File: config.mk
export PLATFORM = sky130hd
export DESIGN_NAME = upec_channel
export DESIGN_NICKNAME = d
export VERILOG_FILES = /design/src/upec_pkg.sv /design/src/upec_tx.sv /design/src/upec_channel.sv
export VERILOG_INCLUDE_DIRS = /design/src /design/src/src
export SDC_FILE = /design/constraint.sdc
export NUM_CORES = 1
export LEC_CHECK = 0
export BUFFER_PORTS_ARGS = -buffer_cell sky130_fd_sc_hd__buf_4
export CAP_MARGIN = 20
export CORE_ASPECT_RATIO = 0.6
export CORE_MARGIN = 3
export CORE_UTILIZATION = 48
export CTS_CLUSTER_DIAMETER = 100
export DETAILED_ROUTE_END_ITERATION = 12
export PLACE_DENSITY = 0.7
export SLEW_MARGIN = 20
export SYNTH_ARGS = -nofsm -noshare
export SYNTH_HDL_FRONTEND = slang
export SYNTH_SLANG_ARGS = --single-unit
File: constraint.sdc
create_clock -name i_ref_clk -period 3.75 [get_ports i_ref_clk]
set_input_delay 0.5625 -clock i_ref_clk [delete_from_list [all_inputs] [get_ports i_ref_clk]]
set_output_delay 0.5625 -clock i_ref_clk [all_outputs]
set_load 0.01 [all_outputs]
File: src/upec_params.svh
// Summary of operation
// Parity-enable adds parity on send and checks it on receive, 7/8-bit async only.
// Parity-sense 0 gives odd parity, 1 gives even, both directions.
// Buffer write computes parity into data bit 7 (7-bit) or ninth bit (8-bit).
// Software sets parity controls before writing transmit data.
// After buffer transfer, received parity is checked; mismatch sets the parity flag.
// Complete new word while buffer still unread sets the overrun flag.
// Only data buffer reads free the buffer; ninth-bit reads never matter.
// On overrun software reads, disables reception, rereads, re-enables, asks resend.
// Stop bit sampled three times at centre; majority zero sets framing flag.
// Reading control register clears all three error flags; they are read-only.
// Software reads the parity flag only from the receive interrupt.
// Software avoids read-modify-write or bit tests on the control register.
// Receive interrupt at ninth-bit centre for 9-bit/8+parity, else stop centre.
// Overrun timed like receive interrupt; framing at stop; parity at transfer.
// In 9-bit/8+parity, handler waits one bit before checking framing.
// Async transmit interrupt is raised just before the stop bit starts.
// Shift-mode transmit interrupt right after last bit or last selected edge.
// Shift-mode receive interrupt when word moves into buffer after last clock.
// Format 00 shift,01 7-bit,10 8-bit,11 9-bit; clock 00 timer..11 external.
// Edge-select 0 uses rising shift-clock edge, 1 the falling edge.
// Software never picks baud generator clock when prescaler runs at fc/16.
// Mode register has handshake, receive and wakeup enables, active high.
// Direction 0 drives shift clock from baud generator halved; 1 takes input.
// 9-bit with wakeup raises receive interrupt only when ninth bit is 1.
// Writes to control read-only fields are ignored.
`ifndef UPEC_PARAMS_SVH
`define UPEC_PARAMS_SVH
`define UPEC_ADDR_W 12
`define UPEC_IDX_BUF 10'h200
`define UPEC_IDX_CTRL 10'h201
`define UPEC_IDX_MODE 10'h202
`define UPEC_CTRL_RESET 8'h00
`define UPEC_MODE_RESET 8'h00
`define UPEC_C_NINTH 7
`define UPEC_C_EVEN 6
`define UPEC_C_PE 5
`define UPEC_C_OVR 4
`define UPEC_C_PAR 3
`define UPEC_C_FRM 2
`define UPEC_C_EDGE 1
`define UPEC_C_DIR 0
`define UPEC_C_WMASK 8'h63
`define UPEC_M_TB8 7
`define UPEC_M_HS 6
`define UPEC_M_RXE 5
`define UPEC_M_WU 4
`define UPEC_M_FMT 3:2
`define UPEC_M_CLK 1:0
`define UPEC_TICK_LAST 4'hf
`define UPEC_SMP_A 4'h7
`define UPEC_SMP_B 4'h8
`define UPEC_SMP_C 4'h9
`define UPEC_IO_BITS 4'h8
`endif

File: src/upec_pkg.sv
package upec_pkg;
    typedef enum logic [1:0] {fmt_io, fmt_7, fmt_8, fmt_9} upec_fmt_e;
    typedef enum logic [1:0] {clk_timer, clk_baud, clk_sys, clk_ext} upec_clk_e;
    typedef enum logic [1:0] {rx_idle, rx_start, rx_data, rx_stop} upec_rx_e;
    typedef enum logic [2:0] {tx_idle, tx_start, tx_data, tx_stop, tx_shift} upec_tx_e;
    typedef logic [3:0] upec_nbits_t;
    typedef logic [8:0] upec_word_t;
endpackage

File: src/upec_tx.sv
`include "upec_params.svh"
module upec_tx (
    input wire logic i_ref_clk,
    input wire logic i_srst,
    input wire logic i_uart,
    input wire logic i_bit_tick,
    input wire logic i_io_edge,
    input wire logic i_cts_ok,
    input wire logic i_load,
    input wire upec_pkg::upec_word_t i_word,
    input wire upec_pkg::upec_nbits_t i_nbits,
    output logic o_line,
    output logic o_irq,
    output logic o_busy
);
    import upec_pkg::*;

    upec_tx_e st, next_st;
    logic [3:0] cnt, next_cnt;
    upec_nbits_t idx, next_idx, nb, next_nb;
    upec_word_t hold, next_hold, sh, next_sh;
    logic full, next_full, next_line, next_irq;

    // Bit boundary of the transmit bit clock: one bit per sixteen ticks
    logic bnd;
    assign bnd = i_bit_tick && cnt == `UPEC_TICK_LAST;

    always_comb begin
        next_st = st;
        next_cnt = i_bit_tick ? 4'(cnt + 4'h1) : cnt;
        next_idx = idx;
        next_nb = nb;
        next_hold = hold;
        next_sh = sh;
        next_full = full;
        next_line = o_line;
        next_irq = 1'b0;
        if (i_load) begin
            next_hold = i_word;
            next_nb = i_uart ? i_nbits : `UPEC_IO_BITS;
            next_full = 1'b1;
        end
        case (st)
            tx_idle: begin
                if (full && !i_uart) begin
                    next_line = hold[0];
                    next_sh = 9'(hold >> 1);
                    next_idx = 4'h0;
                    next_full = i_load;
                    next_st = tx_shift;
                end else if (full && bnd && i_cts_ok) begin
                    next_line = 1'b0;
                    next_sh = hold;
                    next_full = i_load;
                    next_st = tx_start;
                end
            end
            tx_start: begin
                if (bnd) begin
                    next_line = sh[0];
                    next_sh = 9'(sh >> 1);
                    next_idx = 4'h0;
                    next_st = tx_data;
                end
            end
            tx_data: begin
                if (bnd && idx == 4'(nb - 4'h1)) begin
                    next_line = 1'b1;
                    next_irq = 1'b1;
                    next_st = tx_stop;
                end else if (bnd) begin
                    next_line = sh[0];
                    next_sh = 9'(sh >> 1);
                    next_idx = 4'(idx + 4'h1);
                end
            end
            tx_stop: begin
                if (bnd) begin
                    next_st = tx_idle;
                end
            end
            tx_shift: begin
                if (i_io_edge && idx == 4'(nb - 4'h1)) begin
                    next_line = 1'b1;
                    next_irq = 1'b1;
                    next_st = tx_idle;
                end else if (i_io_edge) begin
                    next_line = sh[0];
                    next_sh = 9'(sh >> 1);
                    next_idx = 4'(idx + 4'h1);
                end
            end
            default: next_st = tx_idle;
        endcase
    end

    always_ff @(posedge i_ref_clk) begin
        if (i_srst) begin
            st <= tx_idle;
            cnt <= 4'h0;
            idx <= 4'h0;
            nb <= `UPEC_IO_BITS;
            hold <= 9'h000;
            sh <= 9'h000;
            full <= 1'b0;
            o_line <= 1'b1;
            o_irq <= 1'b0;
            o_busy <= 1'b0;
        end else begin
            st <= next_st;
            cnt <= next_cnt;
            idx <= next_idx;
            nb <= next_nb;
            hold <= next_hold;
            sh <= next_sh;
            full <= next_full;
            o_line <= next_line;
            o_irq <= next_irq;
            o_busy <= next_full || next_st != tx_idle;
        end
    end
endmodule

File: src/upec_channel.sv
// Our own choice: the Avalon-MM register port.
`include "upec_params.svh"
module upec_channel (
    input wire logic i_ref_clk,
    input wire logic i_srst,
    input wire logic [`UPEC_ADDR_W-1:0] i_avs_address,
    input wire logic [3:0] i_avs_byteenable,
    input wire logic i_avs_read,
    input wire logic i_avs_write,
    input wire logic [31:0] i_avs_writedata,
    output logic [31:0] o_avs_readdata,
    output logic o_avs_waitrequest,
    input wire logic i_baud_tick,
    input wire logic i_timer_tick,
    input wire logic i_rx_line,
    input wire logic i_clear_to_send_n,
    input wire logic i_shift_clock_pin,
    output logic o_shift_clock_pin,
    output logic o_shift_clock_oe,
    output logic o_tx_line,
    output logic o_rx_interrupt,
    output logic o_tx_interrupt
);
    import upec_pkg::*;

    function automatic logic hit(input logic [`UPEC_ADDR_W-1:0] a, input logic [9:0] idx);
        return a == {idx, 2'b00};
    endfunction

    // Parity bit that makes the total even (even=1) or odd (even=0)
    function automatic logic par_of(input logic [7:0] d, input logic even);
        return even ? ^d : ~^d;
    endfunction

    function automatic upec_nbits_t frame_bits(input upec_fmt_e f, input logic pe);
        case (f)
            fmt_7: return pe ? 4'h8 : 4'h7;
            fmt_8: return pe ? 4'h9 : 4'h8;
            fmt_9: return 4'h9;
            default: return `UPEC_IO_BITS;
        endcase
    endfunction

    logic [7:0] ctrl, next_ctrl, mode, next_mode, data_buffer, next_data_buffer;
    logic buf_full, next_buf_full, ack, next_ack;
    logic [31:0] next_rdata;
    logic tx_load, next_tx_load;
    upec_word_t tx_word, next_tx_word;
    logic next_rx_irq;

    upec_fmt_e fmt;
    upec_clk_e csel;
    logic even, pe, edge_sel, dir, io_mode;
    upec_nbits_t nb;
    assign fmt = upec_fmt_e'(mode[`UPEC_M_FMT]);
    assign csel = upec_clk_e'(mode[`UPEC_M_CLK]);
    assign even = ctrl[`UPEC_C_EVEN];
    assign pe = ctrl[`UPEC_C_PE];
    assign edge_sel = ctrl[`UPEC_C_EDGE];
    assign dir = ctrl[`UPEC_C_DIR];
    assign io_mode = fmt == fmt_io;
    assign nb = frame_bits(fmt, pe);

    // Bus access: one wait state, the side effect happens once at the ack edge
    logic acc, rd_buf, rd_ctrl, wr_buf, wr_ctrl, wr_mode, wr_ok;
    assign acc = (i_avs_read || i_avs_write) && !ack;
    assign wr_ok = acc && i_avs_write && i_avs_byteenable[0];
    assign rd_buf = acc && i_avs_read && hit(i_avs_address, `UPEC_IDX_BUF);
    assign rd_ctrl = acc && i_avs_read && hit(i_avs_address, `UPEC_IDX_CTRL);
    assign wr_buf = wr_ok && hit(i_avs_address, `UPEC_IDX_BUF);
    assign wr_ctrl = wr_ok && hit(i_avs_address, `UPEC_IDX_CTRL);
    assign wr_mode = wr_ok && hit(i_avs_address, `UPEC_IDX_MODE);

    // Shift clock: driven from halved baud ticks, or taken from the pin
    logic sclk_int, next_sclk_int, sclk_prev, clk_now, rise, fall, io_edge, sio_tick;
    logic tx_busy, next_clk_oe;
    assign clk_now = (io_mode && !dir) ? sclk_int : i_shift_clock_pin;
    assign rise = clk_now && !sclk_prev;
    assign fall = !clk_now && sclk_prev;
    assign io_edge = io_mode && (edge_sel ? fall : rise);

    always_comb begin
        case (csel)
            clk_timer: sio_tick = i_timer_tick;
            clk_baud: sio_tick = i_baud_tick;
            clk_sys: sio_tick = 1'b1;
            default: sio_tick = rise;
        endcase
    end

    always_comb begin
        next_sclk_int = 1'b1;
        // Idles high; runs only while there is something to shift
        if (io_mode && !dir && (tx_busy || (mode[`UPEC_M_RXE] && !buf_full))) begin
            // Hold high in the cycle after a rise: busy drops one cycle late and
            // would otherwise give a finished word a ninth pulse
            next_sclk_int = (i_baud_tick && !rise) ? !sclk_int : sclk_int;
        end
        next_clk_oe = io_mode && !dir;
    end

    always_ff @(posedge i_ref_clk) begin
        if (i_srst) begin
            sclk_int <= 1'b1;
            sclk_prev <= 1'b1;
            o_shift_clock_oe <= 1'b0;
        end else begin
            sclk_int <= next_sclk_int;
            sclk_prev <= clk_now;
            o_shift_clock_oe <= next_clk_oe;
        end
    end
    assign o_shift_clock_pin = sclk_int;

    // Receiver: three samples per bit, majority decides; shift mode takes one sample per selected edge
    upec_rx_e rx_st, next_rx_st;
    logic [3:0] cnt, next_cnt;
    upec_nbits_t idx, next_idx;
    logic [1:0] smp, next_smp;
    upec_word_t rx_sh, next_rx_sh, rx_word;
    logic maj, mid, xfer, frm_set;
    assign maj = (smp[0] && smp[1]) || (smp[0] && i_rx_line) || (smp[1] && i_rx_line);
    assign mid = sio_tick && cnt == `UPEC_SMP_C;
    assign rx_word = 9'(next_rx_sh >> 4'(4'h9 - nb));

    always_comb begin
        next_rx_st = rx_st;
        next_cnt = cnt;
        next_idx = idx;
        next_smp = smp;
        next_rx_sh = rx_sh;
        xfer = 1'b0;
        frm_set = 1'b0;
        if (!mode[`UPEC_M_RXE]) begin
            next_rx_st = rx_idle;
            next_idx = 4'h0;
        end else if (io_mode) begin
            if (io_edge) begin
                next_rx_sh = {i_rx_line, rx_sh[8:1]};
                next_idx = 4'(idx + 4'h1);
                if (idx == 4'(`UPEC_IO_BITS - 4'h1)) begin
                    xfer = 1'b1;
                    next_idx = 4'h0;
                end
            end
        end else if (sio_tick) begin
            next_cnt = 4'(cnt + 4'h1);
            if (cnt == `UPEC_SMP_A) next_smp[0] = i_rx_line;
            if (cnt == `UPEC_SMP_B) next_smp[1] = i_rx_line;
            case (rx_st)
                rx_idle: begin
                    if (!i_rx_line) begin
                        next_rx_st = rx_start;
                        next_cnt = 4'h1;
                    end
                end
                rx_start: begin
                    if (mid) begin
                        next_rx_st = maj ? rx_idle : rx_data;
                        next_idx = 4'h0;
                    end
                end
                rx_data: begin
                    if (mid) begin
                        next_rx_sh = {maj, rx_sh[8:1]};
                        next_idx = 4'(idx + 4'h1);
                        if (idx == 4'(nb - 4'h1)) begin
                            next_rx_st = rx_stop;
                            xfer = nb == 4'h9;
                        end
                    end
                end
                rx_stop: begin
                    if (mid) begin
                        next_rx_st = rx_idle;
                        frm_set = !maj;
                        xfer = nb != 4'h9;
                    end
                end
                default: next_rx_st = rx_idle;
            endcase
        end
    end

    always_ff @(posedge i_ref_clk) begin
        if (i_srst) begin
            rx_st <= rx_idle;
            cnt <= 4'h0;
            idx <= 4'h0;
            smp <= 2'b11;
            rx_sh <= 9'h000;
        end else begin
            rx_st <= next_rx_st;
            cnt <= next_cnt;
            idx <= next_idx;
            smp <= next_smp;
            rx_sh <= next_rx_sh;
        end
    end

    // Registers; hardware sets come last so they win over a same-cycle clear
    logic [7:0] wd;
    logic par_bad;
    assign par_bad = pe && ((fmt == fmt_7 && par_of({1'b0, rx_word[6:0]}, even) != rx_word[7])
        || (fmt == fmt_8 && par_of(rx_word[7:0], even) != rx_word[8]));

    always_comb begin
        next_ctrl = ctrl;
        next_mode = mode;
        next_data_buffer = data_buffer;
        next_buf_full = buf_full;
        next_tx_load = 1'b0;
        next_tx_word = tx_word;
        next_rx_irq = 1'b0;
        next_ack = acc;
        wd = i_avs_writedata[7:0];
        next_rdata = 32'h0;
        if (acc && i_avs_read) begin
            if (hit(i_avs_address, `UPEC_IDX_BUF)) next_rdata = {24'h0, data_buffer};
            else if (hit(i_avs_address, `UPEC_IDX_CTRL)) next_rdata = {24'h0, ctrl};
            else if (hit(i_avs_address, `UPEC_IDX_MODE)) next_rdata = {24'h0, mode};
        end
        if (wr_ctrl) begin
            next_ctrl = (ctrl & ~`UPEC_C_WMASK) | (wd & `UPEC_C_WMASK);
        end
        if (wr_mode) next_mode = wd;
        if (rd_ctrl) begin
            next_ctrl[`UPEC_C_OVR] = 1'b0;
            next_ctrl[`UPEC_C_PAR] = 1'b0;
            next_ctrl[`UPEC_C_FRM] = 1'b0;
        end
        if (rd_buf) next_buf_full = 1'b0;
        if (wr_buf) begin
            if (pe && fmt == fmt_7) wd[7] = par_of({1'b0, wd[6:0]}, even);
            if (pe && fmt == fmt_8) next_mode[`UPEC_M_TB8] = par_of(wd, even);
            next_tx_word = {next_mode[`UPEC_M_TB8], wd};
            next_tx_load = 1'b1;
        end
        if (frm_set) next_ctrl[`UPEC_C_FRM] = 1'b1;
        if (xfer) begin
            // A buffer read at this edge takes the old word, so the new one fits
            if (buf_full && !rd_buf) begin
                next_ctrl[`UPEC_C_OVR] = 1'b1;
            end else begin
                next_data_buffer = rx_word[7:0];
                next_buf_full = 1'b1;
                if (fmt == fmt_8 || fmt == fmt_9) next_ctrl[`UPEC_C_NINTH] = rx_word[8];
                if (par_bad) next_ctrl[`UPEC_C_PAR] = 1'b1;
            end
            next_rx_irq = !(fmt == fmt_9 && mode[`UPEC_M_WU] && !rx_word[8]);
        end
    end

    always_ff @(posedge i_ref_clk) begin
        if (i_srst) begin
            ctrl <= `UPEC_CTRL_RESET;
            mode <= `UPEC_MODE_RESET;
            data_buffer <= 8'h00;
            buf_full <= 1'b0;
            ack <= 1'b0;
            o_avs_readdata <= 32'h0;
            o_avs_waitrequest <= 1'b1;
            tx_load <= 1'b0;
            tx_word <= 9'h000;
            o_rx_interrupt <= 1'b0;
        end else begin
            ctrl <= next_ctrl;
            mode <= next_mode;
            data_buffer <= next_data_buffer;
            buf_full <= next_buf_full;
            ack <= next_ack;
            o_avs_readdata <= next_rdata;
            o_avs_waitrequest <= !next_ack;
            tx_load <= next_tx_load;
            tx_word <= next_tx_word;
            o_rx_interrupt <= next_rx_irq;
        end
    end

    upec_tx u_tx (
        .i_ref_clk(i_ref_clk),
        .i_srst(i_srst),
        .i_uart(!io_mode),
        .i_bit_tick(sio_tick),
        .i_io_edge(io_edge),
        .i_cts_ok(!mode[`UPEC_M_HS] || !i_clear_to_send_n),
        .i_load(tx_load),
        .i_word(tx_word),
        .i_nbits(nb),
        .o_line(o_tx_line),
        .o_irq(o_tx_interrupt),
        .o_busy(tx_busy)
    );
endmodule

=== Word-level counts from Yosys, hierarchy flattened ===
Cells that the tools add are included.

* Register bits: 131
* Input bits: 57

* Add/subtract/negate cells: 7
* Eq/ne operators: 42
* Shift operators: 1
* Muxes and demuxes: 104
* Bitwise logic cells: 7
* Reductions and logical operators: 87

{| class="wikitable"
|+ Operator list
! kind !! count
|-
| $mux W9 || 12
|-
| $mux W4 || 16
|-
| $mux W1 || 47
|-
| $mux W8 || 5
|-
| $eq A12 B12 Y1 const B || 3
|-
| $pmux W9 S4 || 1
|-
| $logic_and A1 B1 Y1 || 34
|-
| $reduce_xnor A8 Y1 || 4
|-
| $reduce_xor A8 Y1 || 4
|-
| $mux W3 || 7
|-
| $add A4 B1 Y4 const B || 4
|-
| $eq A4 B4 Y1 const B || 4
|-
| $pmux W4 S4 || 1
|-
| $pmux W3 S5 || 1
|-
| $logic_not A1 Y1 || 14
|-
| $mux W2 || 7
|-
| $ne A2 B2 Y1 const B || 7
|-
| $reduce_and A7 Y1 || 2
|-
| $pmux W4 S3 || 1
|-
| $eq A2 B2 Y1 const B || 5
|-
| $ne A2 B1 Y1 const B || 5
|-
| $reduce_and A5 Y1 || 2
|-
| $reduce_bool A3 Y1 || 3
|-
| $shr A9 B4 Y9 || 1
|-
| 29 further kinds || 58
|}

=== Longest topological paths before layout ===
Gate-level depths: netlist of the first run.

* Word-level depth: 21
* Mapped depth: 14

=== Hierarchy ===
From an unflattened synthesis of the first run, not the netlist that was laid out.

* Cells, all modules: 722
* Area, all modules: 6,059.6 um^2

{| class="wikitable"
|+ Modules (own cells, without submodules)
! module !! times used !! cells an instance !! area an instance (um^2)
|-
| upec_channel || 1 || 483 || 4,071.4
|-
| upec_tx || 1 || 239 || 1,988.2
|}

=== Worst setup path before layout of the first run ===
No wires, ideal clock.

* Path kind: register -> register
* Start: register mode[3]
* End: register data_buffer[0]
* Data arrival time: 2.954 ns
* Slack: 0.669 ns
* Stages on the path, launching flop included: 15
* Path buffers: 2
* Clock period less this slack: 3.081 ns
* Path through: dfxtp_1 > clkbuf_1 > nor3b_2 > inv_1 > ha_1 > xnor2_1 > xnor2_1 > and4_1 > nand3_1 > o21ai_0 > a32oi_1 > a21oi_1 > clkbuf_1 > mux2i_1 > nor2_1

* Cells in the longest elaborated chain, start to end: 12

{| class="wikitable"
|+ RTL lines
! item !! line !! RTL
|-
| from (decl) || upec_channel.sv:44 || <nowiki>logic [7:0] ctrl, next_ctrl, mode, next_mode, data_buffer, next_data_buffer;</nowiki>
|-
| from (signal assigned) || upec_channel.sv:257 || <nowiki>mode <= `UPEC_MODE_RESET;</nowiki>
|-
| from (signal assigned) || upec_channel.sv:268 || <nowiki>mode <= next_mode;</nowiki>
|-
| parallel branches: the longest is 12 deep, another holds $sub A4 B1 Y4 || - ||
|-
| to (signal assigned) || upec_channel.sv:269 || <nowiki>data_buffer <= next_data_buffer;</nowiki>
|-
| to (decl) || upec_channel.sv:44 ||
|}

Parallel ways; which one is timed is not known.
A chain may end at the register's enable or synchronous reset.

=== Final worst setup path of the first run ===
* Start: register cnt[0]
* End: register ctrl[3]

* Cells in the longest elaborated chain, start to end: 17

{| class="wikitable"
|+ RTL lines
! item !! line !! RTL
|-
| from (decl) || upec_channel.sv:117 || <nowiki>logic [3:0] cnt, next_cnt;</nowiki>
|-
| from (signal assigned) || upec_channel.sv:194 || <nowiki>cnt <= next_cnt;</nowiki>
|-
| $eq A4 B4 Y1 (no line) (*) || - ||
|-
| $logic_and A1 B1 Y1 (no line) (*) || - ||
|-
| $mux W9 || upec_channel.sv:164 || <nowiki>if (mid) begin</nowiki>
|-
| $mux W9 || upec_channel.sv:150 || <nowiki>case (rx_st)</nowiki>
|-
| $mux W9 || upec_channel.sv:146 || <nowiki>end else if (sio_tick) begin</nowiki>
|-
| $mux W9 || upec_channel.sv:137 || <nowiki>end else if (io_mode) begin</nowiki>
|-
| $mux W9 || upec_channel.sv:134 || <nowiki>if (!mode[`UPEC_M_RXE]) begin</nowiki>
|-
| $shr A9 B4 Y9 || upec_channel.sv:124 || <nowiki>assign rx_word = 9'(next_rx_sh >> 4'(4'h9 - nb));</nowiki>
|-
| $reduce_xnor A8 Y1 or $reduce_xor A8 Y1 (tied branches) || upec_channel.sv:32 || <nowiki>return even ? ^d : ~^d;</nowiki>
|-
| $mux W1 || upec_channel.sv:32 ||
|-
| $ne A1 B1 Y1, on equally long branches || upec_channel.sv:204, upec_channel.sv:205 ||
|-
| $logic_and A1 B1 Y1, on equally long branches || upec_channel.sv:204, upec_channel.sv:205 ||
|-
| $logic_or A1 B1 Y1 || upec_channel.sv:205 || <nowiki>|| (fmt == fmt_8 && par_of(rx_word[7:0], even) != rx_word[8]));</nowiki>
|-
| $logic_and A1 B1 Y1 || upec_channel.sv:204 || <nowiki>assign par_bad = pe && ((fmt == fmt_7 && par_of({1'b0, rx_word[6:0]}, even) != rx_word[7])</nowiki>
|-
| $mux W1 || upec_channel.sv:248 || <nowiki>if (par_bad) next_ctrl[`UPEC_C_PAR] = 1'b1;</nowiki>
|-
| $mux W1 || upec_channel.sv:242 || <nowiki>if (buf_full && !rd_buf) begin</nowiki>
|-
| $mux W2 (*) || upec_channel.sv:240 || <nowiki>if (xfer) begin</nowiki>
|-
| to (signal assigned) || upec_channel.sv:256 || <nowiki>ctrl <= `UPEC_CTRL_RESET;</nowiki>
|-
| to (signal assigned) || upec_channel.sv:267 || <nowiki>ctrl <= next_ctrl;</nowiki>
|-
| to (decl) || upec_channel.sv:44 ||
|}

Mark *: on every way between the ends. The rest lies on a longest branch, timed or not.

==> impl_metrics.csv, run 1 <==
group,metric,value,unit
timing,tightest_slew,0.936,ns
timing,slew_viol_final,0,
grt,grt_start_max_net_pins,89,
clock_network,htreeDepth,3,
timing,fmax,289,MHz
timing,rsz0062_at_grt,"no",
timing,min_period_over_period,92.1,%
layout,antenna_cells,0,
power,p_per_area,342,nW/µm²
synthesis,yosys.area.top_type,"dfxtp_1",
clock_network,clk_pin_slew,0.07,ns
synthesis,synth_seq_cells,106,
floorplanning,start_util,50.2,%
synthesis,synth_top_area_share,36.7,%
status,status,"completed",
worst_setup_path,worstSetupStartpointType,"flip-flop",
layout,layout_commonest_cell,"dfxtp_1",
synthesis,netlist_top_cells_area,"dfxtp_1, mux2i_1, nor2_1, nand2_1, a21oi_1",
layout,num-nets-final,797,
layout,final_cell_mix,"dfxtp_1, nor2_1, nand2_1, mux2i_1, buf_4",
placement,dpl.hpwl,10700,µm
synthesis,synth.avg_cell_area,8.28,µm²
worst_setup_path,critPathArrivalTime,3.73,ns
synthesis,synth_edf_count,0,
power,p_leak,2.60,nW
layout,multi_input_comb_area,3350,µm²
clock_network,insertion_delay,0.34,ns
timing,hold_slack,0.448,ns
run,max-cap-violations,0,
clock_network,postCtsHoldBufs,0,
floorplanning,num_io_pins,95,
timing,max-slew-margin-rel,37.6,%
synthesis,netlist_area,5790,µm²
placement,portBuffers,43,
routing,drc,0,
clock_network,cts_buffer_depth,2,
timing,setup_violations,0,
layout,nFillCells,1068,
routing,routed_wl,14500,µm
timing,period_needed,3.45,ns
clock_network,numClockSinks,106,
routing,wire_per_inst,16.2,µm
floorplanning,die_height,91.1,µm
routing,drtAntennaViolNets,0,
routing,route.vias.total,5016,
grt,grt_pass1_wl,23400,µm
synthesis,netlist_instances,699,
synthesis,seq_area_frac_synth,36.7,%
routing,initialDrtViolationCount,331,
grt,grt_pass1_vias,4562,
floorplanning,fp.dieW,148,µm
timing,final-hold-violation-count,0,
placement,gp_congestion,0.903,
worst_setup_path,path_class,"reg2reg",
grt,antenna_found_initial,0,
grt,grt_overflow_total,0,
timing,setup_tns,0,ns
synthesis,async_flop_share,0,%
power,irDropWorstVdd,0.246,mV
clock_network,post_cts_buffers,0,
worst_setup_path,path_max_fanout,7,
grt,track_usage,21.3,%
synthesis,ys.flop_type,"dfxtp_1",
layout,layoutNonFillerInstCount,895,
floorplanning,die-area,13500,µm²
layout,regArea,2120,µm²
floorplanning,rows,30,
min_path,hold_path_class,"reg2reg",
clock_network,cts-root-buf,"clkbuf_16",
timing,finalClockSkew,0.00707,ns
routing,drt-pass1-iter-count,5,
placement,dpl.cell_count,879,
synthesis,yosys_warnings,0,
clock_network,cts_resized,0,
synthesis,synth_cell_types,66,
worst_setup_path,crit_path_end_kind,"flip-flop",
clock_network,tritoncts,"done",
routing,viasPerCell,5.60,
floorplanning,core,11500,µm²
clock_network,numCtsBuffers,9,
layout,post_route_cells_drive_above_1_share,12.4,%
worst_setup_path,worst_ep_required_time,4.03,ns
layout,area_delta_synth_final,11.9,%
## per-layer routing
metal  global-route usage, %  share of wire, %  up-vias
li1                        -                 -     2434
met1                    32.8                49     2387
met2                    30.1                42      181
met3                    4.89               7.3       14
met4                    4.34              0.97        0
met5                       0                 0        -
## stage by stage
stage	setup WS (ns)	cell area, µm²	power [W]	util [%]
after floorplan	0.669	5870	0.00124	-
after global placement	0.447	6170	0.00126	53.5
after detailed placement	0.393	6170	0.00126	53.5
after CTS	0.338	6470	0.00223	56.2
after global routing	0.152	6470	0.00229	56.2
final	0.296	6470	0.00221	56.2
## layout make-up
cell class	instances	share of cell area [%]
tap	160	3.09
clock buffer	9	3.48
multi-input combinational	539	51.7
inverter	15	0.870
clock inverter	7	1.28
timing repair buffer	59	6.84
sequential	106	32.8
## where the power goes
part	switching (W)	total (W)	internal [W]
Sequential	0.00000272	0.00113	0.00113
Combinational	0.0000618	0.000104	0.0000426
Clock	0.000447	0.000978	0.000531
## sequential cells by signal, indices dropped and copies added, names as in the netlist, 3 cells and up, named ones only
register / cells
cnt: 4
ctrl: 8
data_buffer: 8
idx: 4
mode: 8
o_avs_readdata: 8
rx_sh: 9
tx_word: 9
u_tx.cnt: 4
u_tx.hold: 9
u_tx.idx: 4
u_tx.nb: 3
u_tx.sh: 9
u_tx.st: 3
## synthesized netlist by cell type (8+ instances only)
master	number
dfxtp_1	106
nor2_1	100
nand2_1	82
mux2i_1	59
a21oi_1	48
clkbuf_1	29
buf_4	25
xnor2_1	21
o21ai_0	19
nand3_1	15
nor3_1	14
inv_1	13
xor2_1	13
ha_1	10
nand2b_1	10
nor2b_1	10
o2111ai_1	8
## cells by family after synthesis
family / Yosys count / share of synthesized area, %
AND/OR/NAND/NOR: 279 / 22.8
AO/OA/AOI/OAI: 127 / 14.5
flip-flops: 106 / 36.7
buffers and inverters: 77 / 7.01
multiplexers: 63 / 11.0
XOR/XNOR: 36 / 5.82
adder cells (fa/ha/maj): 10 / 2.16
other: 1 / 0.0648
## path summary, 6_finish.rpt
check	start	slack, ns	cells past startpoint	to
max	cnt[0]	0.30	11	ctrl[3]
min	u_tx.o_busy	0.45	1	o_shift_clock_pin
max reg2reg	cnt[0]	0.30	11	ctrl[3]
min reg2reg	u_tx.o_busy	0.45	1	o_shift_clock_pin
## worst max-delay path, stage by stage (launching register included)
cell and delay, ns:
dfxtp_1 0.45, ha_1 0.18, and3b_1 0.25, nand3_1 0.13
a2111o_1 0.55, nand2_1 0.13, mux2_2 0.34, a221oi_1 0.44
xor2_1 0.22, xnor2_1 0.15, xnor3_1 0.42, o21ai_1 0.12
No activity file was read; power rests on OpenSTA's default activity.
==> run 2, diff against run 1 <==
Settings changed: TNS_END_PERCENT set to 10.
Clock period 3.75 ns to 4.2 ns, I/O delays scaled along.
==> run 2 against run 1 <==
Effect of this change: sequential power decreased by 11%; critical path type unchanged; combinational power decreased by 9.8%; core utilization grew 0.076 points; die area stayed put; flip-flop and latch count unchanged; register-to-register slack gained 0.27 ns; hold slack better by 0.0052 ns; largest power group unchanged; critical endpoint unchanged; clock skew about the same; largest cell class unchanged.
==> impl_metrics.csv, run 2 (synthesis results as in run 1) <==
group,metric,value,unit
clock_network,cts_resized,0,
timing,setup_violations,0,
clock_network,numCtsBuffers,9,
grt,antenna_found_initial,0,
power,seqPwrFrac,49.8,%
layout,multi_input_comb_area,3350,µm²
power,p_leak,2.60,nW
placement,gp_congestion,0.906,
power,p_per_area,313,nW/µm²
routing,route.vias.total,4947,
routing,initialDrtViolationCount,416,
placement,place_area,6150,µm²
grt,track_usage,21.8,%
layout,final_cell_mix,"dfxtp_1, nor2_1, nand2_1, mux2i_1, buf_4",
timing,slew_viol_final,0,
power,irDropWorstVdd,0.189,mV
worst_setup_path,worstSetupStartpoint,"cnt[0]",
floorplanning,fp.dieW,148,µm
grt,grt_start_max_net_pins,89,
layout,area_delta_synth_final,12.0,%
clock_network,postCtsHoldBufs,0,
worst_setup_path,r2r_start,"cnt[0]",
routing,routed_wl,14500,µm
floorplanning,num_io_pins,95,
clock_network,cts_buffer_depth,2,
routing,drt-pass1-iter-count,7,
routing,dr_wl_met3,1020,µm
clock_network,tritoncts,"done",
run,max-cap-violations,0,
placement,portBuffers,43,
routing,wire_per_inst,16.3,µm
routing,wl_met2,6170,µm
power,clockPowerShare,45.6,%
clock_network,cts-root-buf,"clkbuf_16",
routing,met1_length,7220,µm
min_path,hold_path_class,"reg2reg",
worst_setup_path,crit_path_end_kind,"flip-flop",
power,switchingPower,0.000441,W
floorplanning,start_util,50.2,%
layout,num-nets-final,795,
power,netSwitchingFraction,21.7,%
worst_setup_path,path_delay_family,"simple AND/OR/NAND/NOR gates",
routing,drtAntennaViolNets,0,
worst_setup_path,critPathArrivalTime,3.91,ns
timing,finalClockSkew,0.00665,ns
placement,dpl.hpwl,10700,µm
worst_setup_path,worstSetupStartpointType,"flip-flop",
layout,nFillCells,1074,
grt,grt_pass1_vias,4706,
routing,viasPerCell,5.54,
timing,period_needed,3.64,ns
worst_setup_path,path_class,"reg2reg",
clock_network,numClockSinks,106,
floorplanning,core,11500,µm²
timing,tightest_slew,0.907,ns
worst_setup_path,cp_num_buf_inv,0,
worst_setup_path,worst-r2r-setup-slack,0.56,ns
worst_setup_path,path_cells,"ha_1 -> and3b_1 -> nand3_1 -> a2111o_1 -> and2_1 -> o211ai_1 -> or3b_1 -> xor2_1 -> xnor2_1 -> xnor3_1 -> o21ai_1",
clock_network,insertion_delay,0.35,ns
worst_setup_path,reg2regPathDepth,11,
routing,top_layer_used,"met4",
worst_setup_path,max_stage_delay,0.54,ns
layout,layout_commonest_cell,"dfxtp_1",
timing,final-hold-violation-count,0,
floorplanning,rows,30,
floorplanning,die-area,13500,µm²
clock_network,htreeDepth,3,
layout,post_route_cells_drive_above_1_share,12.1,%
grt,grt_overflow_total,0,
layout,regArea,2120,µm²
timing,min_period_over_period,86.6,%
power,p_int,0.00159,W
layout,antenna_cells,0,
timing,max-slew-margin-rel,39.5,%
worst_setup_path,path_max_fanout,15,
floorplanning,die_height,91.1,µm
clock_network,post_cts_buffers,0,
power,p_comb_share,4.6,%
timing,setup_tns,0,ns
timing,rsz0062_at_grt,"no",
status,status,"completed",
worst_setup_path,path_depth,11,
worst_setup_path,cp-endpoint,"ctrl[3]",
routing,drc,0,
clock_network,clk_pin_slew,0.07,ns
grt,grt_pass1_wl,23900,µm
worst_setup_path,cpMaxStageDelayCell,"a2111o_1",
timing,fmax,275,MHz
worst_setup_path,r2r-end,"ctrl[3]",
worst_setup_path,worst_ep_required_time,4.48,ns
layout,final_area,6480,µm²
[run 2: final cells by class]
cell class / instances / share of cell area [%]
Multi-Input combinational cell: 539 / 51.7
Sequential cell: 106 / 32.7
Timing Repair Buffer: 57 / 6.60
Clock buffer: 11 / 3.74
Tap cell: 160 / 3.09
Clock inverter: 5 / 1.31
Inverter: 15 / 0.868
[run 2: power groups by stage]
stage	combinational, W	sequential [W]	clock (W)
2_1_floorplan	0.0000697	0.00103	0
3_3_place_gp	0.0000898	0.00103	0
3_5_place_dp	0.0000925	0.00103	0
4_1_cts	0.0000929	0.00101	0.000942
5_1_grt	0.000104	0.00101	0.000977
6_report	0.0000938	0.00101	0.000925
[run 2: metrics by stage]
stage	util (%)	setup slack [ns]	instances	total power [W]	hold WS (ns)
after floorplan	-	1.12	722	0.00110	0.423
after global placement	53.4	0.647	877	0.00112	0.436
after detailed placement	53.4	0.558	877	0.00113	0.444
after CTS	56.2	0.601	893	0.00205	0.454
after global routing	56.3	0.334	893	0.00209	0.469
final	56.3	0.565	893	0.00203	0.453
[run 2: layer usage]
metal  global-route usage [%]  vias to the layer above
met2                     31.8                      147
met3                     4.99                       14
li1                         -                     2449
met5                        0                        -
met4                     4.57                        0
met1                     32.7                     2337
[run 2: worst min-delay path by stage]
| stage | from | endpoint | slack [ns] | depth (start not counted) |
|---|---|---|---|---|
| 3_3_place_gp | u_tx.o_busy | o_shift_clock_pin | 0.44 | 1 |
| 5_1_grt | u_tx.o_busy | o_shift_clock_pin | 0.47 | 1 |
| 4_1_cts | rx_sh[0] | rx_sh[0] | 0.45 | 2 |
| 6_report | u_tx.o_busy | o_shift_clock_pin | 0.45 | 1 |
| 2_1_floorplan | u_tx.o_busy | o_shift_clock_pin | 0.42 | 1 |
| 3_5_place_dp | rx_sh[0] | rx_sh[0] | 0.44 | 2 |
